===== src/core/dsd_pkg.sv =====
// Package for the signal processor instruction decoder and sequencer
//-----------------------------------------------------------------------
//-----------------------------------------------------------------------
package dsd_pkg;
    // Instruction opcodes
    typedef enum logic [4:0] {
        no_op, absolute_value_op, increment_op, decrement_op, negate_op,
        rotate_left_op, rotate_right_op, arith_right_shift_op,
        logic_left_shift_op, add_op, and_op, or_op, xor_op, subtract_op,
        compare_op, load_op, push_op, pop_op, jump_op, call_op,
        subroutine_return_op, multiply_load_op, multiply_add_op,
        multiply_subtract_op, carry_set_op, carry_clear_op,
        int_enable_set_op, int_enable_clear_op, user_out_flag_set_op,
        user_out_flag_clear_op
    } dsd_op_t;

    // Operand addressing modes
    typedef enum logic [3:0] {
        md_none, md_acc, md_ptr_reg, md_data_reg, md_hw_reg, md_long_imm,
        md_short_imm, md_ram_ind, md_prog_ind, md_acc_ind, md_direct
    } dsd_mode_t;

    // Hardware register codes
    localparam logic [3:0] HW_BUS      = 4'h0;
    localparam logic [3:0] HW_MULT_X   = 4'h1;
    localparam logic [3:0] HW_ACC      = 4'h3;
    localparam logic [3:0] HW_STATUS   = 4'h4;
    localparam logic [3:0] HW_PRODUCT  = 4'h7;
    localparam logic [3:0] HW_EXT_BASE = 4'h8;

    // Register byte offsets
    localparam logic [7:0] OFS_CTRL   = 8'h00;
    localparam logic [7:0] OFS_INSTR  = 8'h04;
    localparam logic [7:0] OFS_COND   = 8'h08;
    localparam logic [7:0] OFS_FLAGS  = 8'h0C;
    localparam logic [7:0] OFS_RESULT = 8'h10;
    localparam logic [7:0] OFS_ACC    = 8'h14;
    localparam logic [7:0] OFS_MEMPTR = 8'h18;

    // Instruction descriptor field positions
    localparam int IN_OP    = 0;
    localparam int IN_DMODE = 8;
    localparam int IN_SMODE = 12;
    localparam int IN_DREG  = 16;
    localparam int IN_SREG  = 20;
    localparam int IN_BANK1 = 24;
    localparam int IN_BANK2 = 25;
    localparam int IN_BSGIV = 26;
    localparam int IN_BSVAL = 27;
    localparam int IN_HASCC = 28;

    // Flag bit positions
    localparam int FL_C  = 0;
    localparam int FL_Z  = 1;
    localparam int FL_N  = 2;
    localparam int FL_OV = 3;
    localparam int FL_IE = 4;
    localparam int FL_OP = 5;
    localparam int FL_U0 = 6;
    localparam int FL_U1 = 7;

    // Reset values and cycle counts
    localparam logic [7:0]  FLAGS_RST = 8'h00;
    localparam logic [15:0] ACC_RST   = 16'h0000;
    localparam logic [1:0]  CYC_ONE   = 2'h1;
    localparam logic [1:0]  CYC_TWO   = 2'h2;
    localparam logic [1:0]  CYC_THREE = 2'h3;
endpackage : dsd_pkg


===== src/core/dsd_cond_eval.sv =====
// Condition code evaluator against the current flags
`timescale 1ns/100ps
`default_nettype none
module dsd_cond_eval
    import dsd_pkg::*;
(
    input  wire logic [3:0] cond,
    input  wire logic [7:0] flags,
    input  wire logic       has_cc,
    output logic            cond_true
);
    logic hit;

    // Code table: 0 false, odd/even pairs true/negated
    always_comb
    begin
        case (cond)
            4'h0:    hit = 1'b0;
            4'h1:    hit = flags[FL_C];
            4'h2:    hit = !flags[FL_C];
            4'h3:    hit = flags[FL_Z];
            4'h4:    hit = !flags[FL_Z];
            4'h5:    hit = flags[FL_N];
            4'h6:    hit = !flags[FL_N];
            4'h7:    hit = flags[FL_OV];
            4'h8:    hit = !flags[FL_OV];
            4'h9:    hit = flags[FL_IE];
            4'hA:    hit = !flags[FL_IE];
            4'hB:    hit = flags[FL_U0];
            4'hC:    hit = !flags[FL_U0];
            4'hD:    hit = flags[FL_U1];
            4'hE:    hit = !flags[FL_U1];
            default: hit = 1'b1;
        endcase
    end

    // No condition given means always true
    assign cond_true = !has_cc || hit;
endmodule : dsd_cond_eval
`default_nettype wire


===== src/core/dsd_decoder.sv =====
// Instruction decoder and sequencer with APB register access
//
// Decided for this implementation: the register offsets and the APB interface to the registers.
`timescale 1ns/100ps
`default_nettype none
module dsd_decoder
    import dsd_pkg::*;
(
    input  wire logic        core_clk,
    input  wire logic        rst_n,
    input  wire logic        psel,
    input  wire logic        penable,
    input  wire logic        pwrite,
    input  wire logic [7:0]  paddr,
    input  wire logic [31:0] pwdata,
    output logic      [31:0] prdata,
    output logic             pready,
    output logic             pslverr,
    output logic             busy,
    output logic             exec_done,
    output logic             illegal_op,
    output logic             jump_taken,
    output logic             int_enable_flag,
    output logic             user_out_flag
);
    typedef enum logic {st_idle, st_run} dsd_state_t;

    logic        rst_m_q;
    logic        rst_s_n_q;
    dsd_state_t  st_q;
    logic [1:0]  cnt_q;
    logic [31:0] instr_q;
    logic [3:0]  cond_q;
    logic [7:0]  flags_q;
    logic [15:0] acc_q;
    logic [15:0] memptr_q;
    dsd_op_t     op_q;
    logic        mwalk_q;
    logic        ill_q;
    logic        ok_q;
    logic        bank_q;
    logic [1:0]  words_q;
    logic [1:0]  cyc_q;
    logic        wr_en;
    logic        issue_ok;
    logic        finish;
    logic        cond_ok;
    logic        mapped;
    dsd_op_t     op_d;
    dsd_mode_t   dm_d;
    dsd_mode_t   sm_d;
    logic [3:0]  dr_d;
    logic [3:0]  sr_d;
    logic        ill_d;
    logic        bank_d;
    logic [1:0]  cyc_d;
    logic [1:0]  words_d;
    logic [15:0] acc_new;
    logic        c_new;

    //-------------------------------------------------------------------
    // Decode helpers
    //-------------------------------------------------------------------
    function automatic logic is_acc_op(input dsd_op_t op);
        return op inside {absolute_value_op, increment_op, decrement_op,
            negate_op, rotate_left_op, rotate_right_op,
            arith_right_shift_op, logic_left_shift_op};
    endfunction

    function automatic logic is_mul_op(input dsd_op_t op);
        return op inside {multiply_load_op, multiply_add_op,
            multiply_subtract_op};
    endfunction

    function automatic logic is_alu_op(input dsd_op_t op);
        return op inside {add_op, and_op, or_op, xor_op, subtract_op,
            compare_op};
    endfunction

    // Operand legality for one descriptor
    function automatic logic legal(input dsd_op_t op, input dsd_mode_t dm,
        input dsd_mode_t sm, input logic [3:0] dr, input logic [3:0] sr,
        input logic b1, input logic b2, input logic cc);
        logic ok;
        ok = 1'b1;
        if (cc && !(is_acc_op(op) || op == jump_op || op == call_op))
            ok = 1'b0;
        if (is_acc_op(op) && dm != md_acc)
            ok = 1'b0;
        if (op == load_op)
        begin
            if (dm == md_hw_reg && dr == HW_PRODUCT)
                ok = 1'b0;
            if (dm == md_hw_reg && sm == md_hw_reg &&
                ((dr[3] && sr[3]) || (dr == HW_MULT_X && sr == HW_MULT_X) ||
                 (dr == HW_STATUS && sr == HW_STATUS)))
                ok = 1'b0;
            if (sm == md_acc_ind &&
                (dm == md_acc || (dm == md_hw_reg && dr == HW_ACC)))
                ok = 1'b0;
        end
        if (is_mul_op(op))
        begin
            if (sm != md_ram_ind || b2)
                ok = 1'b0;
            if (dm == md_ram_ind && !b1)
                ok = 1'b0;
            if (dm == md_hw_reg && dr == HW_MULT_X)
                ok = 1'b0;
            if (!(dm == md_ram_ind || dm == md_hw_reg))
                ok = 1'b0;
        end
        if (op == pop_op && !(dm inside {md_ptr_reg, md_data_reg,
            md_ram_ind, md_hw_reg, md_acc}))
            ok = 1'b0;
        if (op == push_op && !(sm inside {md_ptr_reg, md_data_reg,
            md_ram_ind, md_hw_reg, md_acc, md_long_imm, md_acc_ind,
            md_prog_ind}))
            ok = 1'b0;
        return ok;
    endfunction

    // Cycle count of a descriptor
    function automatic logic [1:0] cycles(input dsd_op_t op,
        input dsd_mode_t sm);
        logic [1:0] c;
        c = CYC_ONE;
        if (op inside {jump_op, call_op, subroutine_return_op})
            c = CYC_TWO;
        else if (sm == md_long_imm)
            c = CYC_TWO;
        else if (sm inside {md_prog_ind, md_acc_ind})
            c = CYC_THREE;
        return c;
    endfunction

    //-------------------------------------------------------------------
    // Reset release
    //-------------------------------------------------------------------
    always_ff @(posedge core_clk or negedge rst_n)
    begin
        if (!rst_n)
        begin
            rst_m_q   <= 1'b0;
            rst_s_n_q <= 1'b0;
        end
        else
        begin
            rst_m_q   <= 1'b1;
            rst_s_n_q <= rst_m_q;
        end
    end

    //-------------------------------------------------------------------
    // Combinational decode
    //-------------------------------------------------------------------
    assign op_d = dsd_op_t'(instr_q[IN_OP +: 5]);
    assign dm_d = dsd_mode_t'(instr_q[IN_DMODE +: 4]);
    assign sm_d = dsd_mode_t'(instr_q[IN_SMODE +: 4]);
    assign dr_d = instr_q[IN_DREG +: 4];
    assign sr_d = instr_q[IN_SREG +: 4];
    assign ill_d = !legal(op_d, dm_d, sm_d, dr_d, sr_d, instr_q[IN_BANK1],
                          instr_q[IN_BANK2], instr_q[IN_HASCC]);
    assign cyc_d = cycles(op_d, sm_d);
    assign words_d = (op_d inside {jump_op, call_op} ||
        sm_d == md_long_imm) ? CYC_TWO : CYC_ONE;

    // Explicit switch, else on for a RAM-indirect destination
    assign bank_d = instr_q[IN_BSGIV] ? instr_q[IN_BSVAL] :
                    (dm_d == md_ram_ind);

    dsd_cond_eval u_cond (
        .cond      (cond_q),
        .flags     (flags_q),
        .has_cc    (instr_q[IN_HASCC]),
        .cond_true (cond_ok)
    );

    // Bus strobes and sequence events
    assign wr_en    = psel && penable && pready && pwrite;
    assign issue_ok = wr_en && paddr == OFS_CTRL && pwdata[0] &&
                      st_q == st_idle;
    assign finish   = st_q == st_run && cnt_q == 2'h0;
    assign mapped   = paddr inside {OFS_CTRL, OFS_INSTR, OFS_COND,
        OFS_FLAGS, OFS_RESULT, OFS_ACC, OFS_MEMPTR};

    //-------------------------------------------------------------------
    // APB slave
    //-------------------------------------------------------------------
    // Ready one cycle after setup, read data captured then
    always_ff @(posedge core_clk or negedge rst_s_n_q)
    begin
        if (!rst_s_n_q)
        begin
            pready  <= 1'b0;
            pslverr <= 1'b0;
            prdata  <= 32'h0000_0000;
        end
        else
        begin
            pready  <= psel && !penable;
            pslverr <= psel && !penable && !mapped;
            if (psel && !penable && !pwrite)
            begin
                case (paddr)
                    OFS_CTRL:   prdata <= {31'h0, busy};
                    OFS_INSTR:  prdata <= instr_q;
                    OFS_COND:   prdata <= {28'h0, cond_q};
                    OFS_FLAGS:  prdata <= {24'h0, flags_q};
                    OFS_RESULT: prdata <= {25'h0, bank_q, cyc_q, words_q,
                                           !ok_q, ill_q};
                    OFS_ACC:    prdata <= {16'h0, acc_q};
                    OFS_MEMPTR: prdata <= {16'h0, memptr_q};
                    default:    prdata <= 32'h0000_0000;
                endcase
            end
        end
    end

    // Descriptor and condition registers
    always_ff @(posedge core_clk or negedge rst_s_n_q)
    begin
        if (!rst_s_n_q)
        begin
            instr_q <= 32'h0000_0000;
            cond_q  <= 4'h0;
        end
        else if (wr_en && paddr == OFS_INSTR)
            instr_q <= pwdata;
        else if (wr_en && paddr == OFS_COND)
            cond_q  <= pwdata[3:0];
    end

    //-------------------------------------------------------------------
    // Sequencer
    //-------------------------------------------------------------------
    // Run for the decoded cycle count, then finish
    always_ff @(posedge core_clk or negedge rst_s_n_q)
    begin
        if (!rst_s_n_q)
        begin
            st_q  <= st_idle;
            cnt_q <= 2'h0;
        end
        else
        begin
            case (st_q)
                st_idle:
                    if (issue_ok)
                    begin
                        st_q  <= st_run;
                        cnt_q <= cyc_d - CYC_ONE;
                    end
                st_run:
                    if (cnt_q == 2'h0)
                        st_q <= st_idle;
                    else
                        cnt_q <= cnt_q - 2'h1;
                default: st_q <= st_idle;
            endcase
        end
    end

    // Latched decode results of the issued instruction
    always_ff @(posedge core_clk or negedge rst_s_n_q)
    begin
        if (!rst_s_n_q)
        begin
            op_q    <= no_op;
            ill_q   <= 1'b0;
            ok_q    <= 1'b1;
            bank_q  <= 1'b0;
            words_q <= CYC_ONE;
            cyc_q   <= CYC_ONE;
            mwalk_q <= 1'b0;
        end
        else if (issue_ok)
        begin
            op_q    <= op_d;
            ill_q   <= ill_d;
            ok_q    <= cond_ok && !ill_d;
            bank_q  <= is_mul_op(op_d) && bank_d;
            words_q <= words_d;
            cyc_q   <= cyc_d;
            mwalk_q <= sm_d == md_prog_ind;
        end
    end

    // Status outputs
    always_ff @(posedge core_clk or negedge rst_s_n_q)
    begin
        if (!rst_s_n_q)
        begin
            busy       <= 1'b0;
            exec_done  <= 1'b0;
            illegal_op <= 1'b0;
            jump_taken <= 1'b0;
        end
        else
        begin
            busy       <= issue_ok || (st_q == st_run && !finish);
            exec_done  <= finish;
            illegal_op <= finish && ill_q;
            jump_taken <= finish && ok_q && op_q inside
                {jump_op, call_op, subroutine_return_op};
        end
    end

    //-------------------------------------------------------------------
    // Execution effects
    //-------------------------------------------------------------------
    // Accumulator unary operations
    always_comb
    begin
        acc_new = acc_q;
        c_new   = flags_q[FL_C];
        case (op_q)
            absolute_value_op: acc_new = acc_q[15] ? 16'h0 - acc_q : acc_q;
            increment_op:      acc_new = acc_q + 16'h1;
            decrement_op:      acc_new = acc_q - 16'h1;
            negate_op:         acc_new = 16'h0 - acc_q;
            rotate_left_op:    acc_new = {acc_q[14:0], acc_q[15]};
            rotate_right_op:   acc_new = {acc_q[0], acc_q[15:1]};
            arith_right_shift_op:
            begin
                acc_new = {acc_q[15], acc_q[15:1]};
                c_new   = acc_q[0];
            end
            logic_left_shift_op:
            begin
                acc_new = {acc_q[14:0], 1'b0};
                c_new   = acc_q[15];
            end
            default: acc_new = acc_q;
        endcase
    end

    // Accumulator: finish wins over a bus write
    always_ff @(posedge core_clk or negedge rst_s_n_q)
    begin
        if (!rst_s_n_q)
            acc_q <= ACC_RST;
        else if (finish && ok_q && is_acc_op(op_q))
            acc_q <= acc_new;
        else if (wr_en && paddr == OFS_ACC)
            acc_q <= pwdata[15:0];
    end

    // Flags: hardware set or clear overrides a bus write
    always_ff @(posedge core_clk or negedge rst_s_n_q)
    begin
        if (!rst_s_n_q)
            flags_q <= FLAGS_RST;
        else if (finish && ok_q)
        begin
            case (op_q)
                carry_set_op:           flags_q[FL_C]  <= 1'b1;
                carry_clear_op:         flags_q[FL_C]  <= 1'b0;
                int_enable_set_op:      flags_q[FL_IE] <= 1'b1;
                int_enable_clear_op:    flags_q[FL_IE] <= 1'b0;
                user_out_flag_set_op:   flags_q[FL_OP] <= 1'b1;
                user_out_flag_clear_op: flags_q[FL_OP] <= 1'b0;
                default:
                    if (is_acc_op(op_q))
                    begin
                        flags_q[FL_C] <= c_new;
                        flags_q[FL_Z] <= acc_new == 16'h0;
                        flags_q[FL_N] <= acc_new[15];
                    end
            endcase
        end
        else if (wr_en && paddr == OFS_FLAGS)
            flags_q <= pwdata[7:0];
    end

    // RAM-held program address walks forward
    always_ff @(posedge core_clk or negedge rst_s_n_q)
    begin
        if (!rst_s_n_q)
            memptr_q <= 16'h0000;
        else if (finish && ok_q && mwalk_q)
            memptr_q <= memptr_q + 16'h1;
        else if (wr_en && paddr == OFS_MEMPTR)
            memptr_q <= pwdata[15:0];
    end

    // Flag outputs
    always_ff @(posedge core_clk or negedge rst_s_n_q)
    begin
        if (!rst_s_n_q)
        begin
            int_enable_flag <= 1'b0;
            user_out_flag   <= 1'b0;
        end
        else
        begin
            int_enable_flag <= flags_q[FL_IE];
            user_out_flag   <= flags_q[FL_OP];
        end
    end
endmodule : dsd_decoder
`default_nettype wire


===== config.mk =====
export PLATFORM = sky130hd
export DESIGN_NAME = dsd_decoder
export DESIGN_NICKNAME = d
export VERILOG_FILES = /design/src/core/dsd_pkg.sv /design/src/core/dsd_cond_eval.sv /design/src/core/dsd_decoder.sv
export SDC_FILE = /design/constraint.sdc
export NUM_CORES = 1
export LEC_CHECK = 0
export BUFFER_PORTS_ARGS = -buffer_cell sky130_fd_sc_hd__buf_2
export CORE_MARGIN = 2
export CORE_UTILIZATION = 35
export DETAILED_ROUTE_END_ITERATION = 6
export HOLD_SLACK_MARGIN = 0.06
export PLACE_DENSITY_LB_ADDON = 0.1
export SYNTH_ARGS = -nofsm -noshare
export SYNTH_HDL_FRONTEND = slang
export SYNTH_SLANG_ARGS = --single-unit

===== constraint.sdc =====
create_clock -name core_clk -period 4.05 [get_ports core_clk]
set_clock_uncertainty 0.05 [all_clocks]
set_input_delay 0.2025 -clock core_clk [delete_from_list [all_inputs] [get_ports core_clk]]
set_output_delay 0.2025 -clock core_clk [all_outputs]
set_load 0.1 [all_outputs]

==> metrics, run 1 <==
Power Total=roughly 3.1 mW; buffers added on ports=84; Ys Warns=0; # IOs=85; Critical Path Max Stage Delay=0.54 ns; register area share after synthesis=0.386; HPWL Detailed=22.8 mm; CP Data Required Time=roughly 4.3 ns; final hold vios=0; Critical Path Stages=12; startpoint types=flop; reg2reg end=flags_q[1]; layout cells sized above 1=0.229; pwr dens=approximately 300 nW/um^2; total track usage=0.248; Distinct cells, synth=87; router iterations before antenna repair=7; TNS Setup=0 ns; Post-synth top flop=dfrtp_1; worst skew pair latency=about 0.42 ns; core area=24,200 um^2; leakage dissipation=~4.5 nW; Top cell by count, worst path=xnor2_1; CTS sink cnt=around 130; RSZ-0062 raised after global routing=no; largest net degree at the start of global routing=just under 80; initial core utilization=0.356; fin crit share=0.834; worst-margin pin slew=a little over 0.8 ns; post_cts resized=0; Crit Path Max Fanout=9; vias in the first global route=approximately 8.1k; Async SR Flop Fraction=1.00; Setup crit end=flags_q[1]; Initial DRC Count=roughly 880; vias post-DR=around 8k; Via density=between 5 and 6; combinational power share=0.041; family with the most delay on the worst path=simple AND/OR/NAND/NOR gates; sequential cell area=3340 um^2; mapped cell area=8640 um^2; crit path from=op_q[4]; antenna violations before repair=0; Routed Antenna Nets=0; Max IR drop VDD=approximately 0.00026 V; Chip Width=161 um; Net Sw Power=~0.73 mW; syn_nets=slightly above 1k; GR Overflow Total=0; Post-synth EDFFs=0; htree depth=4; critical path class=reg2reg; Wirelength per Cell=22.4 um; ANT cells=0; outcome=finished clean; Layout fillers=approximately 2.5k; Final Max Tran Viols=0; root buf cell=clkbuf_16; CTS Buf Count=17; Nets=1,116; endpoints failing setup=0; RR Startpoint=op_q[4]; Register-to-Register Setup Slack=0.67 ns; Switching Share=0.237; number of max-cap violations=0; Final min period=about 3.4 ns; power share of the sequential group=0.438; Die ar.=~26,000 um^2; Area Growth Syn to Fin=19.9%; internal cell power=~2.4 mW; worst hold-check path type=in2reg; Avg Cell Area, Syn=slightly below 9 um^2; Worst Reg-to-Reg Cells=12; most frequent cells in the layout=dfrtp_1, nand2_1, buf_2, nor2_1, o21ai_0; maximum buffer depth of the clock tree=2; Seq cells post-synth=133; Arrival @ worst endpoint=roughly 3.7 ns; cell count after synthesis=just under 1k; clock-pin slew on the worst setup and hold paths=0.06 ns; Bufs and invs on worst path=0; DRC viols=0; commonest non-fill, non-tap cell in the layout=dfrtp_1; CTS tree=built; relative slew slack=0.452; Max Fclk=0.296 GHz; Clock power frac=0.520; height of the die=around 160 um; FP Rows=57; Setup crit end kind=flop; routed wire length=approximately 31 mm; GPL Wtd Cong=0.923; slowest cell on the critical path=or3b_1; worst-path cell chain=or3b_1 -> nor2_4 -> xnor2_1 -> ha_1 -> or4_1 -> nor4_1 -> a31oi_1 -> xnor2_1 -> a221o_1 -> a211oi_1 -> nand4_1 -> o21ai_1; first-pass GRT wire length=49.6 mm; Multi-input gate area=4910 um^2
==> final cells by class <==
cell class	instances	area share
repair buffers	153	0.0991
clock inverters	14	0.0170
well taps	324	0.0391
multi-input cells	741	0.474
clock buffers	17	0.0411
flip-flops and latches	133	0.322
inverters	21	0.00761
==> timing repair <==
action,in CTS,in global routing
hold endpoints to repair,38,0
hold buffers,30,0
setup buffers,0,0
==> routing by layer <==
metal / GRT usage / share of wire / vias up
met5: 0 / 0 / -
met3: 0.0365 / 0.057 / 53
met4: 0.0852 / 0.024 / 0
met2: 0.389 / 0.45 / 339
li1: - / - / 3819
met1: 0.351 / 0.46 / 3970
==> synth_stat cells (6+ instances only) <==
cell,n,share of area
xnor2_1,21,0.021
a22oi_1,11,0.0096
nor4_1,10,0.0072
nand2b_1,9,0.0065
o211ai_1,8,0.0070
dfrtp_1,130,0.38
nand4_1,16,0.012
a211oi_1,13,0.011
mux2i_1,21,0.024
and2_1,6,0.0043
a21boi_0,7,0.0061
nand3_1,34,0.020
a31oi_1,10,0.0072
a221oi_1,6,0.0061
nor3_1,24,0.014
inv_1,21,0.0091
buf_2,20,0.012
a222oi_1,17,0.020
o22ai_1,10,0.0072
clkbuf_1,45,0.020
nand3b_1,7,0.0061
nor2_1,70,0.030
nand2_1,117,0.051
and3_1,10,0.0072
o31ai_1,9,0.0078
or3_1,7,0.0051
o21ai_0,64,0.037
nor2b_1,10,0.0072
mux2_2,57,0.074
a21oi_1,52,0.030
xor2_1,6,0.0061
==> metrics by stage <==
stage	worst slack, ns	hold WS [ns]	instance area (um^2)	utilization	cells
2_1_floorplan	0.0254	-0.143	8640	-	969
3_3_place_gp	0.758	-0.0619	9450	0.390	1342
3_5_place_dp	0.751	-0.0605	9450	0.390	1342
4_1_cts	0.724	0.0697	10400	0.427	1403
5_1_grt	0.469	0.0847	10400	0.427	1403
6_report	0.673	0.0923	10400	0.427	1403
==> registers in the layout, indices dropped and copies added (netlist names), 4 cells and up <==
register	flops
instr_q	32
prdata	32
acc_q	16
memptr_q	16
flags_q	8
op_q	5
cond_q	4
==> how the worst min path moves through the flow <==
stage	start	end	depth (start not counted)	slack [ns]
detailed placement	rst_n	rst_m_q	1	-0.06
floorplan	rst_n	rst_m_q	0	-0.14
global placement	rst_n	rst_m_q	1	-0.06
global route	pwdata[5]	instr_q[5]	2	0.08
CTS	pwdata[5]	flags_q[5]	3	0.07
finish	pwdata[5]	instr_q[5]	2	0.09
==> logic make-up (layout without fill, tap and decap cells) <==
family,after synthesis,after routing,synth area share
AOI/OAI and AO/OA,263,263,0.208
xor gates and xnor gates,27,27,0.0274
adders and majority gates,4,4,0.00579
buffers and inverters,95,205,0.0478
DFF,133,133,0.386
muxes,78,78,0.0986
other,1,1,0.000434
and+or+nand+nor,368,368,0.227
==> power groups by stage <==
stage	sequential, mW	combinational, mW	clock [mW]
after floorplan	1.39	0.0317	0
after global placement	1.38	0.108	0
after detailed placement	1.38	0.107	0
after CTS	1.36	0.129	1.64
after global routing	1.36	0.141	1.71
final	1.35	0.128	1.61
Note: power is estimated with default switching activity, not from simulation.
==> inputs of run 2 (changes only) <==
- clock period: 4.05 -> 2.85 ns (I/O delays scaled with it)
==> run 2 against run 1 <==
Routed wire length up 2.7%. Critical endpoint unchanged. Sequential power up 42%. Critical path type unchanged. Flip-flop and latch count unchanged. The run now ends with setup timing left. Sequential share of layout area down 1.7 points. Via count up 3.8%. Register-to-register slack worse by 0.72 ns.
==> metrics, run 2 (synthesized netlist as in run 1, its figures left out) <==
pre-CTS setup slack=-0.145 ns; height of the die=161 um; worst-margin pin slew=0.652 ns; slowest cell on the critical path=or3b_4; first-pass GRT wire length=a little over 50 mm; Crit Path Max Fanout=10; outcome=finished with violations; clock-pin slew on the worst setup and hold paths=~0.060 ns; vias post-DR=approximately 8.5k; Chip Width=around 160 um; critical path class=reg2reg; Final Max Tran Viols=0; pwr dens=412 nW/um^2; initial core utilization=0.356; Worst Reg-to-Reg Cells=13; fin crit share=1.02; total track usage=0.254; worst skew pair latency=around 0.43 ns; GPL Wtd Cong=approximately 0.90; failing checks=setup timing; leakage dissipation=between 4 and 5 nW; ANT cells=0; router iterations before antenna repair=6; root buf cell=clkbuf_16; most frequent cells in the layout=dfrtp_1, nand2_1, buf_4, buf_2, nor2_1; antenna violations before repair=0; Wirelength per Cell=around 22 um; reg2reg end=flags_q[1]; vias in the first global route=roughly 8.3k; Final min period=~2.9 ns; worst hold-check path type=in2reg; DRC viols=0; final hold vios=0; Arrival @ worst endpoint=3.19 ns; largest net degree at the start of global routing=45; Max IR drop VDD=roughly 0.00040 V; number of max-cap violations=0; GR Overflow Total=0; # IOs=85; final instance area=about 11,000 um^2; worst-path cell chain=or3b_4 -> nor2_4 -> xnor2_1 -> ha_2 -> buf_6 -> nor2_1 -> mux2i_1 -> mux2i_1 -> and4b_1 -> o2111ai_2 -> nor4b_4 -> nand4_1 -> o21ai_1; endpoints failing setup=1; Nets=1,178; htree depth=4; relative slew slack=0.565; CP Data Required Time=around 3.1 ns; Largest regs=instr_q (32), prdata (32); Register-to-Register Setup Slack=-0.05 ns; Cell Count Post-Placement=around 1.4k; RSZ-0062 raised after global routing=yes; Max Fclk=0.345 GHz; hold slack=roughly 0.20 ns; startpoint types=flop; Via density=roughly 5.8; Initial DRC Count=between 700 and 800; hold worst-path end=prdata[30]; buffers added on ports=84; Area Growth Syn to Fin=26.6%; commonest non-fill, non-tap cell in the layout=dfrtp_1; dpl cell area=around 10000 um^2; FP Rows=between 50 and 60; RR Startpoint=op_q[3]; CTS Buf Count=17; Bufs and invs on worst path=1; hold depth=5; maximum buffer depth of the clock tree=2; routed wire length=between 30 and 40 mm; Critical Path Stages=13; HPWL Detailed=approximately 24 mm; Top cell by count, worst path=mux2i_1; Final WS setup=-0.0468 ns; CTS sink cnt=between 100 and 150; Die ar.=between 20,000 and 30,000 um^2; Routed Antenna Nets=0; Setup crit end kind=flop; core area=24,200 um^2; hold_sp=pwrite; Final Non-Filler Cells=roughly 1.5k; family with the most delay on the worst path=simple AND/OR/NAND/NOR gates; Critical Path Max Stage Delay=between 0.4 and 0.5 ns; CTS tree=built; layout cells sized above 1=0.271
run 2: changes by cell type in the layout (fill, tap and decap cells not counted), moves of 2 or more:
cell           delta
buf_4            +52
clkinvlp_4        -3
dlygate4sd3_1     +8
o21ai_0           -2
run 2: layout make-up:
class / count / area, um^2
Timing Repair Buffer: 215 / 1530
Sequential cell: 133 / 3340
Clock buffer: 18 / 429
Inverter: 21 / 78.8
Clock inverter: 13 / 196
Fill cell: 2486 / 13300
Multi-Input combinational cell: 741 / 4970
Tap cell: 324 / 405
run 2: how the worst max path moves through the flow:
| stage | from | endpoint |
|---|---|---|
| floorplan | op_q[4] | flags_q[1] |
| global placement | op_q[4] | flags_q[1] |
| detailed placement | op_q[4] | flags_q[1] |
| CTS | op_q[4] | flags_q[1] |
| global route | op_q[3] | flags_q[1] |
| finish | op_q[3] | flags_q[1] |
run 2: routing by layer:
metal	global-route usage	share of wire	up-vias	routed length, um
li1	-	-	3934	-
met1	0.349	0.44	4153	14400
met2	0.410	0.46	348	15000
met3	0.0395	0.066	54	2150
met4	0.0828	0.026	0	835
met5	0	0	-	0
run 2: report_power, final:
| part | switching, mW | total (mW) | internal (mW) | leakage (nW) |
|---|---|---|---|---|
| clock | 0.916 | 2.39 | 1.48 | 0.298 |
| sequential | 0.0235 | 1.92 | 1.90 | 1.73 |
| combinational | 0.113 | 0.198 | 0.0844 | 2.79 |
| total | 1.05 | 4.51 | 3.46 | 4.82 |
run 2: metrics by stage:
step	power, mW	util	setup TNS [ns]
2_1_floorplan	2.02	-	-0.153
3_5_place_dp	2.12	0.406	-0.151
5_1_grt	4.65	0.451	-0.279
3_3_place_gp	2.12	0.406	-0.161
4_1_cts	4.56	0.449	-0.0843
6_report	4.51	0.451	-0.0468
run 2: repair_timing:
action | 4_1_cts | 5_1_grt
endpoints found under the setup margin | 2 | 3
buffers inserted | 0 | 2
pin swaps | 6 | 9
gates resized for setup | 9 | 5
hold buffers | 38 | 0
hold endpoints to repair | 64 | 0
run 2: worst reg2reg max path: cells and delay by family (launching register included):
family          cells  cell delay [ns]
simple gates        6             1.30
xor+xnor            1             0.13
compound gates      2             0.31
buf+inv             1             0.14
fa+ha+maj           1             0.23
mux                 2             0.29
flops               1             0.38
==> inputs of run 3 (changes only) <==
--- a/config.mk
+++ b/config.mk
@@ -7,5 +7,5 @@
 export LEC_CHECK = 0
 export BUFFER_PORTS_ARGS = -buffer_cell sky130_fd_sc_hd__buf_2
-export CORE_MARGIN = 2
+export CORE_MARGIN = 4
 export CORE_UTILIZATION = 35
 export DETAILED_ROUTE_END_ITERATION = 6
--- a/constraint.sdc
+++ b/constraint.sdc
@@ -3,3 +3,3 @@
 set_input_delay 0.1425 -clock core_clk [delete_from_list [all_inputs] [get_ports core_clk]]
 set_output_delay 0.1425 -clock core_clk [all_outputs]
-set_load 0.1 [all_outputs]
+set_load 0.05 [all_outputs]
==> run 3 against run 2 <==
The flow still finishes with violations (setup timing). Die area is 5.0% higher. Sequential power about the same. Utilization down 0.31 points. Combinational power is 4% lower. Non-clock buffer count decreased by 5. Register-to-register slack worse by 0.03 ns. Routed wire length grew 0.32%. Fmax decreased by 1.2%. Global-route usage fell by 1.1 points. Final cell count is 0.27% lower. Count of clock-buffer cells in the layout is 2 higher. Power decreased by 4.8%. Critical path type unchanged. Highest routed layer unchanged.
==> metrics, run 3 (synthesized netlist as in run 1, its figures left out) <==
CP Data Required Time=~3.2 ns; pwr dens=394 nW/um^2; Critical Path Max Stage Delay=roughly 0.43 ns; FP Rows=between 50 and 60; RSZ-0062 raised after global routing=yes; Via density=between 5 and 6; total track usage=0.242; clock-pin slew on the worst setup and hold paths=0.06 ns; router iterations before antenna repair=6; Max Fclk=approximately 0.34 GHz; most frequent cells in the layout=dfrtp_1, nand2_1, buf_4, buf_2, nor2_1; relative slew slack=0.529; root buf cell=clkbuf_16; HPWL Detailed=about 24 mm; core area=between 20,000 and 25,000 um^2; failing checks=setup timing; worst hold-check path type=in2reg; ANT cells=0; worst-path cell chain=or3b_4 -> nor2_4 -> xnor2_1 -> ha_2 -> or4_4 -> nor4_4 -> a31oi_1 -> xnor2_1 -> a221o_1 -> a211oi_2 -> nand4_1 -> o21ai_1; Register-to-Register Setup Slack=-0.08 ns; startpoint types=flop; Top cell by count, worst path=xnor2_1; Cell Count Post-Placement=between 1k and 1.5k; leakage dissipation=4.80 nW; Nets=1,173; GPL Wtd Cong=~0.92; final hold vios=0; height of the die=~170 um; Die ar.=between 20,000 and 30,000 um^2; Initial DRC Count=between 800 and 900; Setup crit end kind=flop; worst-margin pin slew=about 0.71 ns; Wirelength per Cell=22.2 um; DRC viols=0; Final Max Tran Viols=0; antenna violations before repair=0; Chip Width=165 um; fin crit share=1.03; slowest cell on the critical path=or4_4; critical path class=reg2reg; Largest regs=instr_q (32), prdata (32); first-pass GRT wire length=between 50 and 60 mm; outcome=finished with violations; hold slack=around 0.064 ns; commonest non-fill, non-tap cell in the layout=dfrtp_1; pre-CTS setup slack=-0.207 ns; number of max-cap violations=0; layout cells sized above 1=0.274; vias in the first global route=between 8k and 9k; Max IR drop VDD=between 0.0003 and 0.0004 V; Final Non-Filler Cells=between 1k and 1.5k; vias post-DR=between 8k and 9k; Arrival @ worst endpoint=3.23 ns; htree depth=4; Area Growth Syn to Fin=26.1%; Util after Layout=0.448; worst skew pair latency=approximately 0.42 ns; CTS tree=built; endpoints failing setup=1; Final min period=around 3 ns; routed wire length=32.5 mm; largest net degree at the start of global routing=48; maximum buffer depth of the clock tree=2; Crit Path Max Fanout=2; GR Overflow Total=0; Final WS setup=-0.0809 ns; # IOs=85; buffers added on ports=84; CTS Buf Count=17; CTS sink cnt=approximately 130; Routed Antenna Nets=0; initial core utilization=0.355
-- run 3: cell count changes in the layout (fill, tap and decap cells not counted), moves of 2 or more --
| cell | before | now |
|---|---|---|
| buf_4 | 90 | 85 |
| dlygate4sd3_1 | 38 | 36 |
| clkinv_2 | 0 | 2 |
| clkbuf_8 | 0 | 3 |
| buf_12 | 2 | 4 |
| bufinv_16 | 4 | 1 |
-- run 3: power breakdown --
| group | internal, mW | leakage, nW | switching, mW |
|---|---|---|---|
| Clock | 1.28 | 0.284 | 0.900 |
| Sequential | 1.90 | 1.73 | 0.0245 |
| Combinational | 0.0848 | 2.78 | 0.106 |
-- run 3: final cells by class --
type | instances | area [um^2]
Multi-Input combinational cell | 741 | 4980
Fill cell | 2424 | 13400
Timing Repair Buffer | 210 | 1510
Tap cell | 324 | 405
Clock buffer | 20 | 467
Clock inverter | 12 | 116
Sequential cell | 133 | 3340
Inverter | 21 | 78.8
-- run 3: layer usage --
metal | track usage | share of wire | vias to the layer above
met1 | 0.332 | 0.44 | 4058
li1 | - | - | 3937
met5 | 0 | 0 | -
met3 | 0.0439 | 0.066 | 52
met4 | 0.0794 | 0.025 | 0
met2 | 0.388 | 0.47 | 329
-- run 3: stage by stage --
| step | cell area, um^2 | setup TNS (ns) | power [mW] |
|---|---|---|---|
| after floorplan | 8640 | -0.153 | 2.02 |
| after global placement | 9870 | -0.284 | 2.11 |
| after detailed placement | 9870 | -0.294 | 2.11 |
| after CTS | 10900 | -0.0811 | 4.36 |
| after global routing | 10900 | -0.302 | 4.46 |
| final | 10900 | -0.0809 | 4.30 |
-- run 3: path summary, 6_finish.rpt --
check,startpoint,to,cells past startpoint
setup / recovery,op_q[4],flags_q[1],12
hold / removal,pwdata[3],acc_q[3],3
setup reg to reg,op_q[4],flags_q[1],12
hold reg to reg,rst_m_q,rst_s_n_q,0
max in group asynchronous,rst_s_n_q,cyc_q[0],1
min in group asynchronous,rst_s_n_q,prdata[27],0
-- run 3: critical path, delay by kind of cell (launching register included) --
family                   cells  cell delay, ns
AND/OR/NAND/NOR              5            1.25
flip-flops                   1            0.37
AO/OA/AOI/OAI                4            0.77
adder cells (fa/ha/maj)      1            0.20
XOR/XNOR                     2            0.22
-- run 3: what timing repair did --
item                                    in CTS  in global routing
resized for setup                           11                  7
endpoints found under the setup margin       2                  6
setup buffers                                0                  1
hold buffers                                36                  0
hold endpoints to repair                    60                  0
pin swaps                                    3                  3
